===== config.mk =====
export PLATFORM = sky130hd
export DESIGN_NAME = servo_drive_config_decode
export DESIGN_NICKNAME = d
export VERILOG_FILES = /design/src/logic/servo_cfg_pkg.sv /design/src/logic/servo_drive_config_decode.sv /design/src/logic/pulse_ref_decoder.sv /design/src/logic/stop_sequencer.sv
export VERILOG_INCLUDE_DIRS = /design/src /design/src/logic
export SDC_FILE = /design/constraint.sdc
export NUM_CORES = 1
export LEC_CHECK = 0
export BUFFER_PORTS_ARGS = -buffer_cell sky130_fd_sc_hd__buf_2
export CAP_MARGIN = 20
export CORE_MARGIN = 10
export CORE_UTILIZATION = 45
export DETAILED_ROUTE_END_ITERATION = 10
export PLACE_DENSITY_LB_ADDON = 0.12
export SLEW_MARGIN = 30
export SYNTH_ARGS = -nofsm -noshare
export SYNTH_HDL_FRONTEND = slang
export SYNTH_SLANG_ARGS = --single-unit

===== constraint.sdc =====
create_clock -name clk_sys -period 3.9 [get_ports clk_sys]
set_input_delay 0.195 -clock clk_sys [delete_from_list [all_inputs] [get_ports clk_sys]]
set_output_delay 0.195 -clock clk_sys [all_outputs]
set_load 0.01 [all_outputs]

===== src/logic/servo_cfg_params.svh =====
// Constants for the servo drive configuration decode block.
// Assumes inclusion by bare name from files under logic/.
`ifndef SERVO_CFG_PARAMS_SVH
`define SERVO_CFG_PARAMS_SVH

// Parameter table geometry
`define CFG_NUM 11
`define CFG_W 16
`define CFG_RST 16'h0000

// Parameter numbers, used as the select index
`define IDX_SERVO_EN_USE 4'h0
`define IDX_FWD_INH_USE 4'h1
`define IDX_REV_INH_USE 4'h2
`define IDX_PWR_LOSS_RCV 4'h3
`define IDX_STOP_METHOD 4'h4
`define IDX_ERR_CLR 4'h5
`define IDX_ROT_SENSE 4'h6
`define IDX_SPD_LIM_USE 4'h7
`define IDX_PULSE_FMT 4'h8
`define IDX_PULSE_POL 4'h9
`define IDX_CUR_LIM_USE 4'hA

// Largest legal setting per parameter kind
`define MAX_BINARY 16'h0001
`define MAX_STOP 16'h0005
`define MAX_FMT 16'h0004
`define MAX_POL 16'h0003

// Reference pulse formats
`define FMT_SIGN_PULSE 3'h0
`define FMT_CW_CCW 3'h1
`define FMT_AB_X1 3'h2
`define FMT_AB_X2 3'h3
`define FMT_AB_X4 3'h4

// Polarity field bits
`define POL_DIR_BIT 0
`define POL_PULSE_BIT 1

// Reset levels of the synchronised pins, MSB first
`define SYNC_RST 7'h40

`endif


===== src/logic/servo_cfg_pkg.sv =====
// Types shared by the configuration decode block.
// Assumes nothing of its surroundings.
package servo_cfg_pkg;

	// Stop sequencer states
	typedef enum logic [2:0]
	{
		ST_RUN = 3'b000,
		ST_DB = 3'b001,
		ST_COAST = 3'b010,
		ST_PLUG = 3'b011,
		ST_CLAMP = 3'b100,
		ST_OFF = 3'b101
	} stop_state_t;

	typedef logic [15:0] cfg_word_t;

endpackage : servo_cfg_pkg


===== src/logic/servo_drive_config_decode.sv =====
// Servo drive configuration decode: parameter table, pin sampling,
// alarm, stop sequencing, reference decode and error counter.
// Assumes parameter access and internal status from clk_sys logic;
// sequence and reference pins arrive asynchronously.
//
// Function
// - Servo-on input gates drive when its use setting is 0, else ignored.
// - Forward inhibit input is honoured at setting 0, ignored at 1.
// - Reverse inhibit input is honoured at setting 0, ignored at 1.
// - Power recovery clears the alarm at setting 0, keeps it at 1.
// - Stop method 0 brakes dynamically then releases, 1 coasts.
// - Methods 2 and 3 plug-brake on overtravel then disable.
// - Methods 4 and 5 plug-brake on overtravel then zero clamp.
// - Error counter clears on entering disable at setting 0 only.
// - Rotation sense 0 makes forward CCW, 1 makes forward CW.
// - Analog speed limit applies only at setting 1.
// - Reference pulses decode per the five pulse formats.
// - Pulse and direction lines may each be inverted first.
// - Analog current limit is off at setting 0.
`timescale 1ns/10ps
`default_nettype none
`include "servo_cfg_params.svh"

module servo_drive_config_decode
#(
	parameter int ERR_W = 32
)
(
	// Clock and reset
	input wire logic clk_sys,
	input wire logic rst_b,

	// Parameter access
	input wire logic param_wr_en,
	input wire logic [3:0] param_sel,
	input wire logic [15:0] param_wdata,
	output logic [15:0] param_rdata,
	output logic param_wr_err,

	// Sequence input pins
	input wire logic servo_on_in_b,
	input wire logic fwd_travel_inhibit,
	input wire logic rev_travel_inhibit,
	input wire logic alarm_reset_in,
	input wire logic power_loss_in,

	// Reference pulse pins
	input wire logic pulse_input,
	input wire logic direction_input,

	// Internal status, same clock
	input wire logic fault_in,
	input wire logic motor_stopped,
	input wire logic fb_step,
	input wire logic fb_fwd,

	// Drive control
	output logic drive_enable,
	output logic dynamic_braking,
	output logic plug_braking,
	output logic zero_clamp,
	output logic servo_disabled_state,
	output logic servo_alarm_output,

	// Reference and position
	output logic ref_step,
	output logic ref_ccw,
	output logic [ERR_W-1:0] err_count,

	// Analog limit enables
	output logic speed_limit_en,
	output logic current_limit_en
);

	//----------------------------------------------------------------
	// Parameter table
	//----------------------------------------------------------------

	servo_cfg_pkg::cfg_word_t cfg_reg [0:`CFG_NUM-1];
	logic [15:0] param_rdata_next;
	logic sel_ok;
	logic val_ok;

	// Largest legal value of each parameter
	function automatic servo_cfg_pkg::cfg_word_t cfg_max(
		input logic [3:0] idx);
		servo_cfg_pkg::cfg_word_t m;
		m = `MAX_BINARY;
		case (idx)
			`IDX_STOP_METHOD:
				m = `MAX_STOP;
			`IDX_PULSE_FMT:
				m = `MAX_FMT;
			`IDX_PULSE_POL:
				m = `MAX_POL;
			default:
				m = `MAX_BINARY;
		endcase
		return m;
	endfunction : cfg_max

	// Out-of-range settings are refused so decode never sees them
	assign sel_ok = (param_sel < 4'(`CFG_NUM));
	assign val_ok = (param_wdata <= cfg_max(param_sel));

	// One storage word per parameter
	genvar gi;
	generate
		for (gi = 0; gi < `CFG_NUM; gi++)
		begin : g_cfg
			always_ff @(posedge clk_sys or negedge rst_b)
			begin
				if (!rst_b)
					cfg_reg[gi] <= `CFG_RST;
				else if (param_wr_en && val_ok
					&& param_sel == 4'(gi))
					cfg_reg[gi] <= param_wdata;
			end
		end
	endgenerate

	// Read-back mux, zero past the table
	always_comb
	begin
		param_rdata_next = 16'h0000;
		if (sel_ok)
			param_rdata_next = cfg_reg[param_sel];
	end

	// Registered read data
	always_ff @(posedge clk_sys or negedge rst_b)
	begin
		if (!rst_b)
			param_rdata <= 16'h0000;
		else
			param_rdata <= param_rdata_next;
	end

	// Refused write flag, one cycle
	always_ff @(posedge clk_sys or negedge rst_b)
	begin
		if (!rst_b)
			param_wr_err <= 1'b0;
		else
			param_wr_err <= param_wr_en && !(sel_ok && val_ok);
	end

	//----------------------------------------------------------------
	// Pin synchronisers
	//----------------------------------------------------------------

	localparam int SYNC_N = 7;
	localparam logic [SYNC_N-1:0] SYNC_RST = `SYNC_RST;

	logic [SYNC_N-1:0] pin_raw;
	logic [SYNC_N-1:0] meta_reg;
	logic [SYNC_N-1:0] sync_reg;

	assign pin_raw = {servo_on_in_b, fwd_travel_inhibit,
		rev_travel_inhibit, alarm_reset_in, power_loss_in,
		pulse_input, direction_input};

	// Two flops per pin; servo-on resets to the off level
	genvar si;
	generate
		for (si = 0; si < SYNC_N; si++)
		begin : g_sync
			always_ff @(posedge clk_sys or negedge rst_b)
			begin
				if (!rst_b)
				begin
					meta_reg[si] <= SYNC_RST[si];
					sync_reg[si] <= SYNC_RST[si];
				end
				else
				begin
					meta_reg[si] <= pin_raw[si];
					sync_reg[si] <= meta_reg[si];
				end
			end
		end
	endgenerate

	logic son_b_s;
	logic fwd_inh_s;
	logic rev_inh_s;
	logic alm_rst_s;
	logic pwr_loss_s;
	logic pulse_s;
	logic dir_s;

	assign {son_b_s, fwd_inh_s, rev_inh_s, alm_rst_s, pwr_loss_s,
		pulse_s, dir_s} = sync_reg;

	// Previous levels for edge detection
	logic alm_rst_d_reg;
	logic pwr_loss_d_reg;

	always_ff @(posedge clk_sys or negedge rst_b)
	begin
		if (!rst_b)
		begin
			alm_rst_d_reg <= 1'b0;
			pwr_loss_d_reg <= 1'b0;
		end
		else
		begin
			alm_rst_d_reg <= alm_rst_s;
			pwr_loss_d_reg <= pwr_loss_s;
		end
	end

	//----------------------------------------------------------------
	// Alarm
	//----------------------------------------------------------------

	logic alm_set;
	logic alm_clr;
	logic pwr_recover;

	assign pwr_recover = pwr_loss_d_reg & ~pwr_loss_s;
	// A power dip raises the alarm like any other fault
	assign alm_set = fault_in | (pwr_loss_s & ~pwr_loss_d_reg);
	assign alm_clr = (alm_rst_s & ~alm_rst_d_reg)
		| (pwr_recover
		&& cfg_reg[`IDX_PWR_LOSS_RCV] == `CFG_RST);

	// Set wins over a clear in the same cycle
	always_ff @(posedge clk_sys or negedge rst_b)
	begin
		if (!rst_b)
			servo_alarm_output <= 1'b0;
		else if (alm_set)
			servo_alarm_output <= 1'b1;
		else if (alm_clr)
			servo_alarm_output <= 1'b0;
	end

	//----------------------------------------------------------------
	// Stop causes and sequencing
	//----------------------------------------------------------------

	logic son_used;
	logic servo_off;
	logic fwd_ot;
	logic rev_ot;
	logic overtravel;

	assign son_used = (cfg_reg[`IDX_SERVO_EN_USE] == `CFG_RST);
	// Input high means servo off; alarm and power dip also stop
	assign servo_off = (son_used & son_b_s) | servo_alarm_output
		| pwr_loss_s;
	assign fwd_ot = fwd_inh_s
		&& cfg_reg[`IDX_FWD_INH_USE] == `CFG_RST;
	assign rev_ot = rev_inh_s
		&& cfg_reg[`IDX_REV_INH_USE] == `CFG_RST;
	assign overtravel = fwd_ot | rev_ot;

	servo_cfg_pkg::stop_state_t stop_state;
	logic off_entry;

	stop_sequencer u_stop
	(
		.clk_sys(clk_sys),
		.rst_b(rst_b),
		.method(cfg_reg[`IDX_STOP_METHOD][2:0]),
		.servo_off(servo_off),
		.overtravel(overtravel),
		.motor_stopped(motor_stopped),
		.state(stop_state),
		.off_entry(off_entry)
	);

	// Drive control outputs decoded from the stop state
	always_ff @(posedge clk_sys or negedge rst_b)
	begin
		if (!rst_b)
		begin
			drive_enable <= 1'b0;
			dynamic_braking <= 1'b0;
			plug_braking <= 1'b0;
			zero_clamp <= 1'b0;
			servo_disabled_state <= 1'b1;
		end
		else
		begin
			drive_enable <= (stop_state == servo_cfg_pkg::ST_RUN)
				|| (stop_state == servo_cfg_pkg::ST_PLUG)
				|| (stop_state == servo_cfg_pkg::ST_CLAMP);
			dynamic_braking <= (stop_state == servo_cfg_pkg::ST_DB);
			plug_braking <= (stop_state == servo_cfg_pkg::ST_PLUG);
			zero_clamp <= (stop_state == servo_cfg_pkg::ST_CLAMP);
			servo_disabled_state <= (stop_state == servo_cfg_pkg::ST_OFF);
		end
	end

	//----------------------------------------------------------------
	// Reference decode
	//----------------------------------------------------------------

	logic dec_step;
	logic dec_fwd;

	// Host must match lines to format and polarity
	pulse_ref_decoder u_dec
	(
		.clk_sys(clk_sys),
		.rst_b(rst_b),
		.fmt(cfg_reg[`IDX_PULSE_FMT][2:0]),
		.pol(cfg_reg[`IDX_PULSE_POL][1:0]),
		.pulse_s(pulse_s),
		.dir_s(dir_s),
		.step(dec_step),
		.step_fwd(dec_fwd)
	);

	// Forward maps to CCW unless reverse rotation mode is set
	always_ff @(posedge clk_sys or negedge rst_b)
	begin
		if (!rst_b)
		begin
			ref_step <= 1'b0;
			ref_ccw <= 1'b0;
		end
		else
		begin
			ref_step <= dec_step;
			ref_ccw <= dec_fwd ^ cfg_reg[`IDX_ROT_SENSE][0];
		end
	end

	//----------------------------------------------------------------
	// Position error counter
	//----------------------------------------------------------------

	logic [1:0] up_cnt;
	logic [1:0] dn_cnt;
	logic [ERR_W-1:0] err_next;

	// Reference adds, feedback subtracts; both may land together
	always_comb
	begin
		up_cnt = {1'b0, dec_step & dec_fwd}
			+ {1'b0, fb_step & ~fb_fwd};
		dn_cnt = {1'b0, dec_step & ~dec_fwd}
			+ {1'b0, fb_step & fb_fwd};
		err_next = err_count + ERR_W'(up_cnt) - ERR_W'(dn_cnt);
	end

	// Clear on disable entry drops that cycle's counts too
	always_ff @(posedge clk_sys or negedge rst_b)
	begin
		if (!rst_b)
			err_count <= '0;
		else if (off_entry
			&& cfg_reg[`IDX_ERR_CLR] == `CFG_RST)
			err_count <= '0;
		else
			err_count <= err_next;
	end

	//----------------------------------------------------------------
	// Analog limit enables
	//----------------------------------------------------------------

	// Registered so the analog path sees a clean level
	always_ff @(posedge clk_sys or negedge rst_b)
	begin
		if (!rst_b)
		begin
			speed_limit_en <= 1'b0;
			current_limit_en <= 1'b0;
		end
		else
		begin
			speed_limit_en <= cfg_reg[`IDX_SPD_LIM_USE][0];
			current_limit_en <= cfg_reg[`IDX_CUR_LIM_USE][0];
		end
	end

endmodule : servo_drive_config_decode
`default_nettype wire


===== src/logic/pulse_ref_decoder.sv =====
// Reference pulse decoder: polarity, then format decode to steps.
// Assumes both inputs already synchronised to clk_sys.
`timescale 1ns/10ps
`default_nettype none
`include "servo_cfg_params.svh"

module pulse_ref_decoder
(
	// Clock and reset
	input wire logic clk_sys,
	input wire logic rst_b,
	// Settings
	input wire logic [2:0] fmt,
	input wire logic [1:0] pol,
	// Synchronised lines
	input wire logic pulse_s,
	input wire logic dir_s,
	// Decoded step
	output logic step,
	output logic step_fwd
);

	logic a;
	logic b;
	logic a_reg;
	logic b_reg;
	logic step_next;
	logic fwd_next;

	// Optional inversion ahead of decoding
	assign a = pulse_s ^ pol[`POL_PULSE_BIT];
	assign b = dir_s ^ pol[`POL_DIR_BIT];

	// Previous line levels for edge detection
	always_ff @(posedge clk_sys or negedge rst_b)
	begin
		if (!rst_b)
		begin
			a_reg <= 1'b0;
			b_reg <= 1'b0;
		end
		else
		begin
			a_reg <= a;
			b_reg <= b;
		end
	end

	// Format decode; quadrature sense is A leading B forward
	always_comb
	begin
		step_next = 1'b0;
		fwd_next = 1'b0;
		case (fmt)
			`FMT_SIGN_PULSE:
			begin
				step_next = a & ~a_reg;
				fwd_next = b;
			end
			`FMT_CW_CCW:
			begin
				step_next = (a & ~a_reg) | (b & ~b_reg);
				fwd_next = a & ~a_reg;
			end
			`FMT_AB_X1:
			begin
				step_next = a & ~a_reg;
				fwd_next = ~b;
			end
			`FMT_AB_X2:
			begin
				step_next = a ^ a_reg;
				fwd_next = a ^ b;
			end
			`FMT_AB_X4:
			begin
				step_next = (a ^ a_reg) | (b ^ b_reg);
				fwd_next = a ^ b_reg;
			end
			default:
			begin
				step_next = 1'b0;
				fwd_next = 1'b0;
			end
		endcase
	end

	// Registered step outputs
	always_ff @(posedge clk_sys or negedge rst_b)
	begin
		if (!rst_b)
		begin
			step <= 1'b0;
			step_fwd <= 1'b0;
		end
		else
		begin
			step <= step_next;
			step_fwd <= fwd_next;
		end
	end

endmodule : pulse_ref_decoder
`default_nettype wire


===== src/logic/stop_sequencer.sv =====
// Stop sequencer: picks braking per stop method and stop cause.
// Assumes cause and stop inputs are synchronous to clk_sys.
`timescale 1ns/10ps
`default_nettype none

module stop_sequencer
(
	// Clock and reset
	input wire logic clk_sys,
	input wire logic rst_b,
	// Setting
	input wire logic [2:0] method,
	// Causes and motion state
	input wire logic servo_off,
	input wire logic overtravel,
	input wire logic motor_stopped,
	// State
	output servo_cfg_pkg::stop_state_t state,
	output logic off_entry
);

	servo_cfg_pkg::stop_state_t state_next;
	logic off_brake;
	logic plug_ot;

	// Even methods brake on servo-off, odd ones coast
	assign off_brake = ~method[0];
	// Methods from two upward plug-brake on overtravel
	assign plug_ot = (method >= 3'h2);

	always_comb
	begin
		state_next = state;
		case (state)
			servo_cfg_pkg::ST_RUN, servo_cfg_pkg::ST_CLAMP:
			begin
				if (overtravel && plug_ot && state == servo_cfg_pkg::ST_RUN)
					state_next = servo_cfg_pkg::ST_PLUG;
				else if (servo_off || (overtravel && !plug_ot))
					state_next = off_brake ? servo_cfg_pkg::ST_DB
						: servo_cfg_pkg::ST_COAST;
				else if (state == servo_cfg_pkg::ST_CLAMP && !overtravel)
					state_next = servo_cfg_pkg::ST_RUN;
			end
			servo_cfg_pkg::ST_DB, servo_cfg_pkg::ST_COAST:
			begin
				// Brake released once still
				if (motor_stopped)
					state_next = servo_cfg_pkg::ST_OFF;
			end
			servo_cfg_pkg::ST_PLUG:
			begin
				if (servo_off)
					state_next = off_brake ? servo_cfg_pkg::ST_DB
						: servo_cfg_pkg::ST_COAST;
				else if (motor_stopped)
					state_next = method[2] ? servo_cfg_pkg::ST_CLAMP
						: servo_cfg_pkg::ST_OFF;
			end
			servo_cfg_pkg::ST_OFF:
			begin
				if (!servo_off && !overtravel)
					state_next = servo_cfg_pkg::ST_RUN;
			end
			default:
				state_next = servo_cfg_pkg::ST_OFF;
		endcase
	end

	// State register and disable-entry pulse
	always_ff @(posedge clk_sys or negedge rst_b)
	begin
		if (!rst_b)
		begin
			state <= servo_cfg_pkg::ST_OFF;
			off_entry <= 1'b0;
		end
		else
		begin
			state <= state_next;
			off_entry <= (state_next == servo_cfg_pkg::ST_OFF)
				&& (state != servo_cfg_pkg::ST_OFF);
		end
	end

endmodule : stop_sequencer
`default_nettype wire


==> reports/metrics.csv, run 1 <==
stage,metric,value,unit
logic_synthesis,ys_ff_latch,259,
job,cap_viol_max_count,0,
place,numPortBuffers,92,
sta,fin_setup_tns,0,ns
global_routing,antenna_found_initial,0,
place,hpwl,20.45,mm
sta,timing.final.ws_setup,0.6093,ns
logic_synthesis,syn-mean-instance-area,11.45,sq um
clocking,path_clk_slew,0.06,ns
routing,routed.top_layer,met4,
logic_synthesis,syn_area,0.01211,sq mm
setup_path,endpoint,err_count[31]$_DFF_PN0_,
final_layout,fillers,2340,
sta,hold_ws,0.08289,ns
setup_path,crit_path_end_kind,flip-flop,
final_layout,multi_input_area,0.005234,sq mm
die,die_width,184.1,microns
routing,wl_per_cell,19.36,microns
clocking,cts_buffers,29,
setup_path,rr_worst_depth,15,
pwr,power_frac_comb,0.401,
place,place_ws,0.5732,ns
sta,finalHoldViolCount,0,
clocking,cts_tree,built,
logic_synthesis,postSynth.asyncResetShare,1.000,
final_layout,drive_above_1_share,0.2064,
place,placed_cell_area,0.01296,sq mm
sta,grt_setup_unrepaired,no,
sta,fin_crit,3.291,ns
routing,met2_wirelength,12.86,mm
setup_path,r2r-start,u_dec.step$_DFF_PN0_,
clocking,htreeDepth,1,
setup_path,r2r-end,err_count[31]$_DFF_PN0_,
logic_synthesis,ys_top_cells_by_count,"dfrtp_1 (254), and2_1 (110), nand2_1 (74)",
logic_synthesis,synthCells,1058,
pwr,internal-power,6.170,mW
setup_path,cp.required,4.32,ns
pwr,pwr-share-seq,0.322,
routing,vias,8222,
sta,relSlewSlack,0.4594,
logic_synthesis,synth.distinct_cells,74,
setup_path,cp_max_fo,4,
pwr,p_total,9.785,mW
pwr,p_per_area,696.6,mW/mm^2
logic_synthesis,synth-main-ff-cell,dfrtp_1,
logic_synthesis,syn_nets,1130,
final_layout,diodes,0,
routing,drt_iter0_markers,629,
pwr,swShare,0.3695,
routing,first_pass_iters,6,
global_routing,grt_usage,0.1779,
final_layout,seq_area,0.006487,sq mm
clocking,post_cts_buffers,0,
global_routing,grt_pass1_wl,48.19,mm
die,die_area,0.03388,sq mm
die,dieHeight,184.1,microns
logic_synthesis,synth_warnings,0,
die,initial_core_util,0.4609,
routing,drt_wl_total,29.47,mm
sta,tightest_slew,0.8109,ns
routing,wl_met3,1.561,mm
clocking,cts_sinks,259,
global_routing,grt_max_degree,120,
logic_synthesis,yosys.area.top_type,dfrtp_1,
sta,post-route-period-util,0.8438,
routing,drt-vias-per-instance,5.402,
clocking,clockBufferDepth,3,
sta,fin_worst_skew,0.02149,ns
sta,timing.fmax,303.9,MHz
die,core.rowCount,59,
pwr,p_clk_frac,0.278,
sta,maxSlewViolCount,0,
routing,wl_met1,14.59,mm
min_path,hold_class,in2reg,
clocking,clk_latency,0.56,ns
sta,setup_viol,0,
pwr,power_leakage,6.883,nW
final_layout,final_cell_area,0.01405,sq mm
run_status,status,"complete, no violations",
routing,drc,0,
logic_synthesis,yosysTopAreaCellShare,0.5247,
pwr,vdd_drop_max,0.0003755,V
logic_synthesis,yosysMostFrequentCell,dfrtp_1,
global_routing,grt_pass1_vias,8448,
setup_path,critical_path_arrival,3.71,ns
setup_path,critical_path_class,reg2reg,
pwr,switchingPower,3.615,mW
global_routing,overflow,0,
die,pin_count,93,
logic_synthesis,synth_area_leaders,"dfrtp_1 (52%), mux4_2 (5.9%), and2_1 (5.7%), ha_1 (3.7%), mux2_2 (2.9%)",
setup_path,cp-start-kind,flip-flop,
clocking,cts-root-buf,clkbuf_16,
setup_path,startpoint,u_dec.step$_DFF_PN0_,
final_layout,largest_reg_flops,176,
setup_path,r2r_slack,0.61,ns
place,gp_congestion,0.8401,
final_layout,syn2layout_area_growth,15.97,%
logic_synthesis,ys_seq_area_frac,0.5356,
logic_synthesis,synth_edf_count,0,
final_layout,nNetsFinal,1239,
die,fp.coreArea,0.02628,sq mm
routing,ant_nets,0,
==> worst min path at each step <==
stage | depth (start not counted) | to | slack, ns | from
4_1_cts | 3 | cfg_reg[32]$_DFFE_PN0P_ | 0.06 | param_wdata[0]
3_3_place_gp | 1 | meta_reg[6]$_DFF_PN1_ | 0.30 | servo_on_in_b
5_1_grt | 2 | cfg_reg[162]$_DFFE_PN0P_ | 0.10 | param_wdata[2]
6_report | 2 | cfg_reg[2]$_DFFE_PN0P_ | 0.08 | param_wdata[2]
3_5_place_dp | 1 | meta_reg[6]$_DFF_PN1_ | 0.30 | servo_on_in_b
2_1_floorplan | 0 | alm_rst_d_reg$_DFF_PN0_ | -0.10 | rst_b
==> critical path, cell delays in order (launching register included) <==
cell and delay [ns]:
dfrtp_1 0.37, inv_1 0.06, nor3_1 0.24, nor2b_1 0.10, fa_1 0.39, inv_1 0.06, ha_1 0.20, inv_1 0.07
fa_1 0.39, nand2b_1 0.18, a21oi_1 0.23, o21a_1 0.26, a221oi_2 0.12, o31ai_1 0.30, xnor2_1 0.15, nor2_1 0.05
==> power groups by stage <==
stage                     Combinational, mW  Clock, mW  Sequential (mW)
after floorplan                        2.83          0             3.25
after global placement                 3.89          0             3.20
after detailed placement               3.90          0             3.20
after CTS                              3.93       2.79             3.16
after global routing                   4.46       2.89             3.18
final                                  3.92       2.72             3.15
==> per-layer routing <==
metal | vias to the layer above | GRT usage
li1 | 3925 | -
met1 | 4108 | 0.2660
met2 | 155 | 0.2632
met3 | 34 | 0.03083
met4 | 0 | 0.03933
met5 | - | 0
==> layout make-up <==
| type | count | area share |
|---|---|---|
| well taps | 335 | 0.02984 |
| repair buffers | 124 | 0.05398 |
| inverters | 53 | 0.01416 |
| flip-flops and latches | 259 | 0.4618 |
| multi-input cells | 700 | 0.3726 |
| clock buffers | 39 | 0.05790 |
| clock inverters | 12 | 0.009709 |
==> cells in the final DEF, fill, tap and decap left out, types with 5 or more instances in the layout <==
master / instances
clkbuf_1: 5
mux2i_1: 21
a21o_1: 9
o211ai_1: 17
nand2b_1: 5
xor2_1: 17
nor4_1: 15
mux4_2: 32
nand3_1: 8
nor2b_1: 48
nor2_1: 57
buf_4: 20
dfrtp_1: 254
clkbuf_16: 29
a21oi_1: 33
and3_1: 5
ha_1: 36
o21ai_0: 60
and2_1: 110
buf_2: 91
nand2_1: 74
inv_1: 53
mux2_2: 31
a211oi_1: 9
nor3_1: 15
dlygate4sd3_1: 11
a31oi_1: 6
clkbuf_8: 5
dfstp_2: 5
xnor2_1: 12
nand4_1: 9
==> through the flow <==
step | std cells | util
5_1_grt | 1522 | 0.5345
3_5_place_dp | 1459 | 0.4931
4_1_cts | 1521 | 0.5335
2_1_floorplan | 1058 | -
6_report | 1522 | 0.5345
3_3_place_gp | 1459 | 0.4931
==> cell families after synthesis <==
kind of cell,Yosys count,share of synthesized area
flops,259,0.5356
mux,85,0.1066
simple gates,368,0.1658
xor+xnor,29,0.02097
buf+inv,99,0.03305
compound gates,180,0.09751
fa+ha+maj,38,0.04049
==> what timing repair did <==
| item | CTS | global route |
|---|---|---|
| resized for setup | 0 | 0 |
| endpoints found under the setup margin | 0 | 0 |
| endpoints found under the hold margin | 122 | 0 |
| hold buffers | 11 | 0 |
(Power assumes the default switching activity.)
==> inputs of run 2 (changes only) <==
clock period = 3 ns   (was 3.9 ns; I/O delays follow)
==> reports/metrics.csv, run 2 (synthesized netlist as in run 1, its figures left out) <==
stage,metric,value,unit,change
place,hpwl,20.46,mm,about the same
setup_path,crit_path_end_kind,flip-flop,,
final_layout,nNetsFinal,1255,,+1.3%
setup_path,cp.required,3.43,ns,-0.89 ns
routing,drc,0,,unchanged
setup_path,r2r-end,err_count[24]$_DFF_PN0_,,
global_routing,antenna_found_initial,0,,unchanged
sta,timing.fmax,341.6,MHz,+12%
routing,drt_iter0_markers,543,,-14%
final_layout,diodes,0,,unchanged
sta,fin_crit,2.927,ns,-0.3636 ns
pwr,vdd_drop_max,0.0004929,V,+31%
sta,finalHoldViolCount,0,,unchanged
final_layout,layoutNonFillerInstCount,1538,,+1.1%
min_path,hold_class,in2reg,,
sta,tightest_slew,0.8806,ns,+0.06971 ns
setup_path,cp_max_fo,3,,-1
pwr,internal-power,8.195,mW,+33%
pwr,pwr-share-seq,0.315,,-0.007
sta,maxSlewViolCount,0,,unchanged
setup_path,r2r_slack,0.07,ns,-0.54 ns
setup_path,rr_worst_depth,15,,unchanged
global_routing,overflow,0,,unchanged
setup_path,critical_path_class,reg2reg,,
global_routing,grt_pass1_vias,8659,,+2.5%
sta,grt_setup_unrepaired,yes,,
place,numPortBuffers,92,,unchanged
setup_path,cp-start-kind,flip-flop,,
pwr,switchingPower,4.832,mW,+34%
clocking,clockBufferDepth,3,,unchanged
place,gp_congestion,0.8490,,+1.1%
die,dieHeight,184.1,microns,unchanged
global_routing,grt_pass1_wl,48.71,mm,+1.1%
final_layout,final_common_cell,dfrtp_1,,
place,placed_cell_area,0.01313,sq mm,+1.3%
routing,drt_wl_total,29.69,mm,+0.75%
routing,first_pass_iters,5,,-1
pwr,p_per_area,911.9,mW/mm^2,+31%
final_layout,drive_above_1_share,0.2294,,+0.02302
global_routing,grt_max_degree,84,,-30%
pwr,p_total,13.03,mW,+33%
routing,wl_per_cell,19.30,microns,-0.30%
min_path,min_path_cells,3,,+1
clocking,htreeDepth,1,,unchanged
min_path,whs_endpoint,cfg_reg[32]$_DFFE_PN0P_,,
routing,ant_nets,0,,unchanged
sta,fin_worst_skew,0.01649,ns,-0.005002 ns
die,pin_count,93,,unchanged
final_layout,syn2layout_area_growth,17.93,%,
die,die_area,0.03388,sq mm,unchanged
routing,drt-vias-per-instance,5.350,,-0.97%
min_path,worstHoldStart,param_wdata[0],,
job,cap_viol_max_count,0,,unchanged
clocking,clk_latency,0.56,ns,about the same
die,initial_core_util,0.4609,,unchanged
final_layout,fin_util,0.5436,,+0.009046
die,die_width,184.1,microns,unchanged
clocking,path_clk_slew,0.06,ns,about the same
pwr,swShare,0.3709,,+0.001429
pwr,power_leakage,6.955,nW,+1.1%
pwr,p_clk_frac,0.258,,-0.020
clocking,cts_buffers,28,,-3.4%
setup_path,critical_path_arrival,3.36,ns,-0.35 ns
clocking,cts_tree,built,,
run_status,status,"complete, no violations",,
sta,relSlewSlack,0.4129,,-0.04648
sta,post-route-period-util,0.9757,,+0.1319
die,core.rowCount,59,,unchanged
global_routing,grt_usage,0.1781,,+0.0001945
die,fp.coreArea,0.02628,sq mm,unchanged
clocking,cts_sinks,259,,unchanged
pwr,power_frac_comb,0.427,,+0.026
place,dp_cells,1475,,+1.1%
sta,setup_viol,0,,unchanged
setup_path,r2r-start,u_dec.step$_DFF_PN0_,,
final_layout,largest_reg_flops,176,,unchanged
final_layout,fillers,2281,,-2.5%
clocking,cts-root-buf,clkbuf_16,,
final_layout,final_cell_mix,"dfrtp_1 (254), and2_1 (110), buf_2 (91), nand2_1 (73), o21ai_0 (59)",,
final_layout,final_cell_area,0.01429,sq mm,+1.7%
routing,vias,8228,,+0.073%
[run 2: how the worst max path moves through the flow]
stage,from,to,depth (start not counted)
6_report,u_dec.step$_DFF_PN0_,err_count[24]$_DFF_PN0_,15
3_3_place_gp,u_dec.step$_DFF_PN0_,err_count[31]$_DFF_PN0_,15
2_1_floorplan,param_sel[0],cfg_reg[128]$_DFFE_PN0P_,13
3_5_place_dp,u_dec.step_fwd$_DFF_PN0_,err_count[31]$_DFF_PN0_,14
4_1_cts,u_dec.step$_DFF_PN0_,err_count[29]$_DFF_PN0_,15
5_1_grt,u_dec.step_fwd$_DFF_PN0_,err_count[27]$_DFF_PN0_,15
[run 2: stage by stage]
stage / setup TNS [ns] / hold WS (ns) / worst slack (ns)
2_1_floorplan: 0 / -0.1456 / 0.002350
6_report: 0 / 0.02575 / 0.07293
4_1_cts: -0.03650 / 0.009430 / -0.03650
5_1_grt: -0.2739 / 0.04363 / -0.07866
3_5_place_dp: -1.038 / 0.1984 / -0.1747
3_3_place_gp: -0.2675 / 0.2002 / -0.08072
[run 2: power by group through the flow]
| stage | registers [mW] | logic, mW | clock network, mW |
|---|---|---|---|
| 6_report | 4.10 | 5.56 | 3.36 |
| 5_1_grt | 4.14 | 6.26 | 3.58 |
| 4_1_cts | 4.11 | 5.33 | 3.45 |
| 3_5_place_dp | 4.17 | 5.22 | 0 |
| 3_3_place_gp | 4.16 | 5.19 | 0 |
| 2_1_floorplan | 4.23 | 3.68 | 0 |
[run 2: layout make-up]
class                      count  area [sq um]  share of cell area
clock inverter                10         125.1            0.008759
inverter                      53         198.9             0.01393
timing repair buffer         141         919.6             0.06438
sequential                   259          6487              0.4541
clock buffer                  40         765.7             0.05360
tap                          335         419.2             0.02934
multi-input combinational    700          5369              0.3758
[run 2: metal layers]
layer | share of wire | GRT usage | vias to the layer above
li1 | - | - | 3953
met1 | 0.49 | 0.2629 | 4071
met2 | 0.44 | 0.2663 | 171
met3 | 0.053 | 0.03261 | 33
met4 | 0.014 | 0.03835 | 0
met5 | 0 | 0 | -
[run 2: repair_timing]
item / CTS / global route
setup endpoints to repair: 12 / 14
hold endpoints to repair: 88 / 0
setup buffers: 1 / 2
gates resized for setup: 5 / 24
hold buffers: 11 / 0
pin swaps: 4 / 18
[run 2: worst max-delay path: stages, from the launching register on]
cell and delay (ns):
dfrtp_1 0.39, inv_2 0.07, nor3_2 0.04, buf_4 0.12, a21o_1 0.18, ha_4 0.27, inv_2 0.03, ha_4 0.15
buf_6 0.12, a211oi_4 0.27, o21ai_2 0.08, nand4_1 0.19, a211oi_4 0.11, o41ai_4 0.34, o21ai_1 0.14, mux2_4 0.30
==> inputs of run 3 (changes only) <==
GPL_TIMING_DRIVEN = 0   (was unset)
==> reports/metrics.csv, run 3 (synthesized netlist as in run 1, its figures left out) <==
stage,metric,value,unit,change
global_routing,grt_max_degree,77,,-8.3%
clocking,clockBufferDepth,3,,unchanged
final_layout,fin_util,0.5488,,+0.005237
run_status,status,"complete, no violations",,
sta,tightest_slew,0.7053,ns,-0.1753 ns
clocking,path_clk_slew,0.06,ns,about the same
die,fp.coreArea,0.02628,sq mm,unchanged
final_layout,diodes,0,,unchanged
place,hpwl,21.72,mm,+6.1%
die,dieHeight,184.1,microns,unchanged
routing,drt_iter0_markers,563,,+3.7%
final_layout,final_common_cell,dfrtp_1,,
sta,maxSlewViolCount,0,,unchanged
final_layout,drive_above_1_share,0.2304,,+0.0009657
place,gp_congestion,0.8669,,+2.1%
place,dp_cells,1485,,+0.68%
setup_path,crit_chain,"inv_2, nor3_4, nor2b_4, fa_2, inv_2, ha_4, buf_4, a211oi_4, o21ai_2, nand4_1, a211oi_4, o41ai_4, o21ai_1, mux2_1",,
setup_path,cpPeakStageDelay,0.40,ns,about the same
sta,timing.fmax,337.0,MHz,-1.4%
sta,fin_crit,2.967,ns,+0.04010 ns
setup_path,critical_path_class,reg2reg,,
clocking,cts_sinks,259,,unchanged
routing,drt-vias-per-instance,5.393,,+0.80%
setup_path,cp.required,3.41,ns,-0.02 ns
die,core.rowCount,59,,unchanged
sta,grt_setup_unrepaired,yes,,
setup_path,critical_path_arrival,3.38,ns,+0.02 ns
die,die_width,184.1,microns,unchanged
final_layout,fillers,2311,,+1.3%
final_layout,final_cell_mix,"dfrtp_1 (254), and2_1 (109), buf_2 (102), nand2_1 (70), o21ai_0 (58)",,
min_path,hold_class,in2reg,,
pwr,power_leakage,7.035,nW,+1.1%
final_layout,layoutNonFillerInstCount,1559,,+1.4%
routing,vias,8407,,+2.2%
job,cap_viol_max_count,0,,unchanged
setup_path,crit_path_end_kind,flip-flop,,
routing,first_pass_iters,5,,unchanged
setup_path,cp_max_fo,3,,unchanged
place,placed_cell_area,0.01308,sq mm,-0.39%
global_routing,grt_pass1_vias,8598,,-0.70%
clocking,clk_latency,0.55,ns,about the same
clocking,cts_buffers,29,,+3.6%
sta,fin_worst_skew,0.01852,ns,+0.002038 ns
setup_path,crit_slowest_cell,a211oi_4,,
die,die_area,0.03388,sq mm,unchanged
pwr,vdd_drop_max,0.0004964,V,+0.72%
die,pin_count,93,,unchanged
global_routing,grt_usage,0.1788,,+0.0007026
pwr,p_per_area,911.6,mW/mm^2,about the same
sta,finalHoldViolCount,0,,unchanged
final_layout,syn2layout_area_growth,19.07,%,
sta,post-route-period-util,0.9891,,+0.01337
final_layout,final_cell_area,0.01442,sq mm,+0.96%
sta,relSlewSlack,0.5263,,+0.1133
global_routing,antenna_found_initial,0,,unchanged
setup_path,cp-start-kind,flip-flop,,
clocking,htreeDepth,1,,unchanged
global_routing,overflow,0,,unchanged
clocking,cts_tree,built,,
sta,setup_viol,0,,unchanged
place,numPortBuffers,89,,-3.3%
final_layout,largest_reg_flops,176,,unchanged
final_layout,nNetsFinal,1275,,+1.6%
routing,wl_per_cell,19.30,microns,about the same
clocking,cts-root-buf,clkbuf_16,,
routing,drt_wl_total,30.08,mm,+1.3%
die,initial_core_util,0.4609,,unchanged
routing,ant_nets,0,,unchanged
global_routing,grt_pass1_wl,48.37,mm,-0.69%
routing,drc,0,,unchanged
## run 3: worst paths after layout
| path | to | cells after the start | slack, ns | start |
|---|---|---|---|---|
| max | err_count[24]$_DFF_PN0_ | 14 | 0.03 | u_dec.step$_DFF_PN0_ |
| min | param_rdata[15]$_DFF_PN0_ | 3 | 0.08 | param_sel[2] |
| max reg2reg | err_count[24]$_DFF_PN0_ | 14 | 0.03 | u_dec.step$_DFF_PN0_ |
| min reg2reg | rev_inh_s$_DFF_PN0_ | 0 | 0.35 | meta_reg[4]$_DFF_PN0_ |
| max in group asynchronous | son_b_s$_DFF_PN1_ | 4 | 1.77 | rst_b |
| min in group asynchronous | err_count[21]$_DFF_PN0_ | 2 | 0.12 | rst_b |
## run 3: metal layers
metal / vias to the layer above / GRT usage / routed length, microns
met3: 42 / 0.02964 / 1620
met5: - / 0 / 0
li1: 3994 / - / -
met4: 0 / 0.04130 / 518
met1: 4175 / 0.2659 / 14960
met2: 196 / 0.2661 / 12980
## run 3: critical path, delay by kind of cell (launching register included)
family | cells | cell delay, ns
compound gates | 5 | 0.91
fa+ha+maj | 2 | 0.49
buf+inv | 3 | 0.26
flops | 1 | 0.37
mux | 1 | 0.34
simple gates | 3 | 0.47
## run 3: layout make-up
cell class              instances  area [sq um]  share of cell area
multi-input cells             700          5399              0.3743
plain buffers                  46         222.7             0.01544
flip-flops and latches        259          6487              0.4498
repair buffers                114         752.0             0.05214
inverters                      53         198.9             0.01379
clock buffers                  43         838.3             0.05812
well taps                     335         419.2             0.02906
clock inverters                 9         105.1            0.007287
## run 3: what timing repair did
action	in CTS	in global routing
setup endpoints to repair	124	141
gates resized for setup	21	38
hold buffers	13	0
pin swaps	9	17
hold endpoints to repair	102	0
buffers inserted	3	6
## run 3: power by group
group / switching [mW] / total [mW] / leakage [nW] / internal [mW]
combinational: 3.23 / 5.56 / 3.10 / 2.33
sequential: 0.221 / 4.08 / 3.47 / 3.86
clock: 1.40 / 3.50 / 0.463 / 2.10
total: 4.85 / 13.1 / 7.03 / 8.29
## run 3: metrics by stage
stage,hold WS (ns),worst slack (ns),TNS (ns),total power [mW]
after detailed placement,0.1070,-0.7600,-94.28,9.255
after global routing,0.1341,-0.1066,-0.4359,14.10
after CTS,0.08967,0.005232,0,12.99
final,0.07971,0.03283,0,13.15
after global placement,0.2578,-2.992,-846.23,9.153
after floorplan,-0.1456,0.002350,0,7.911
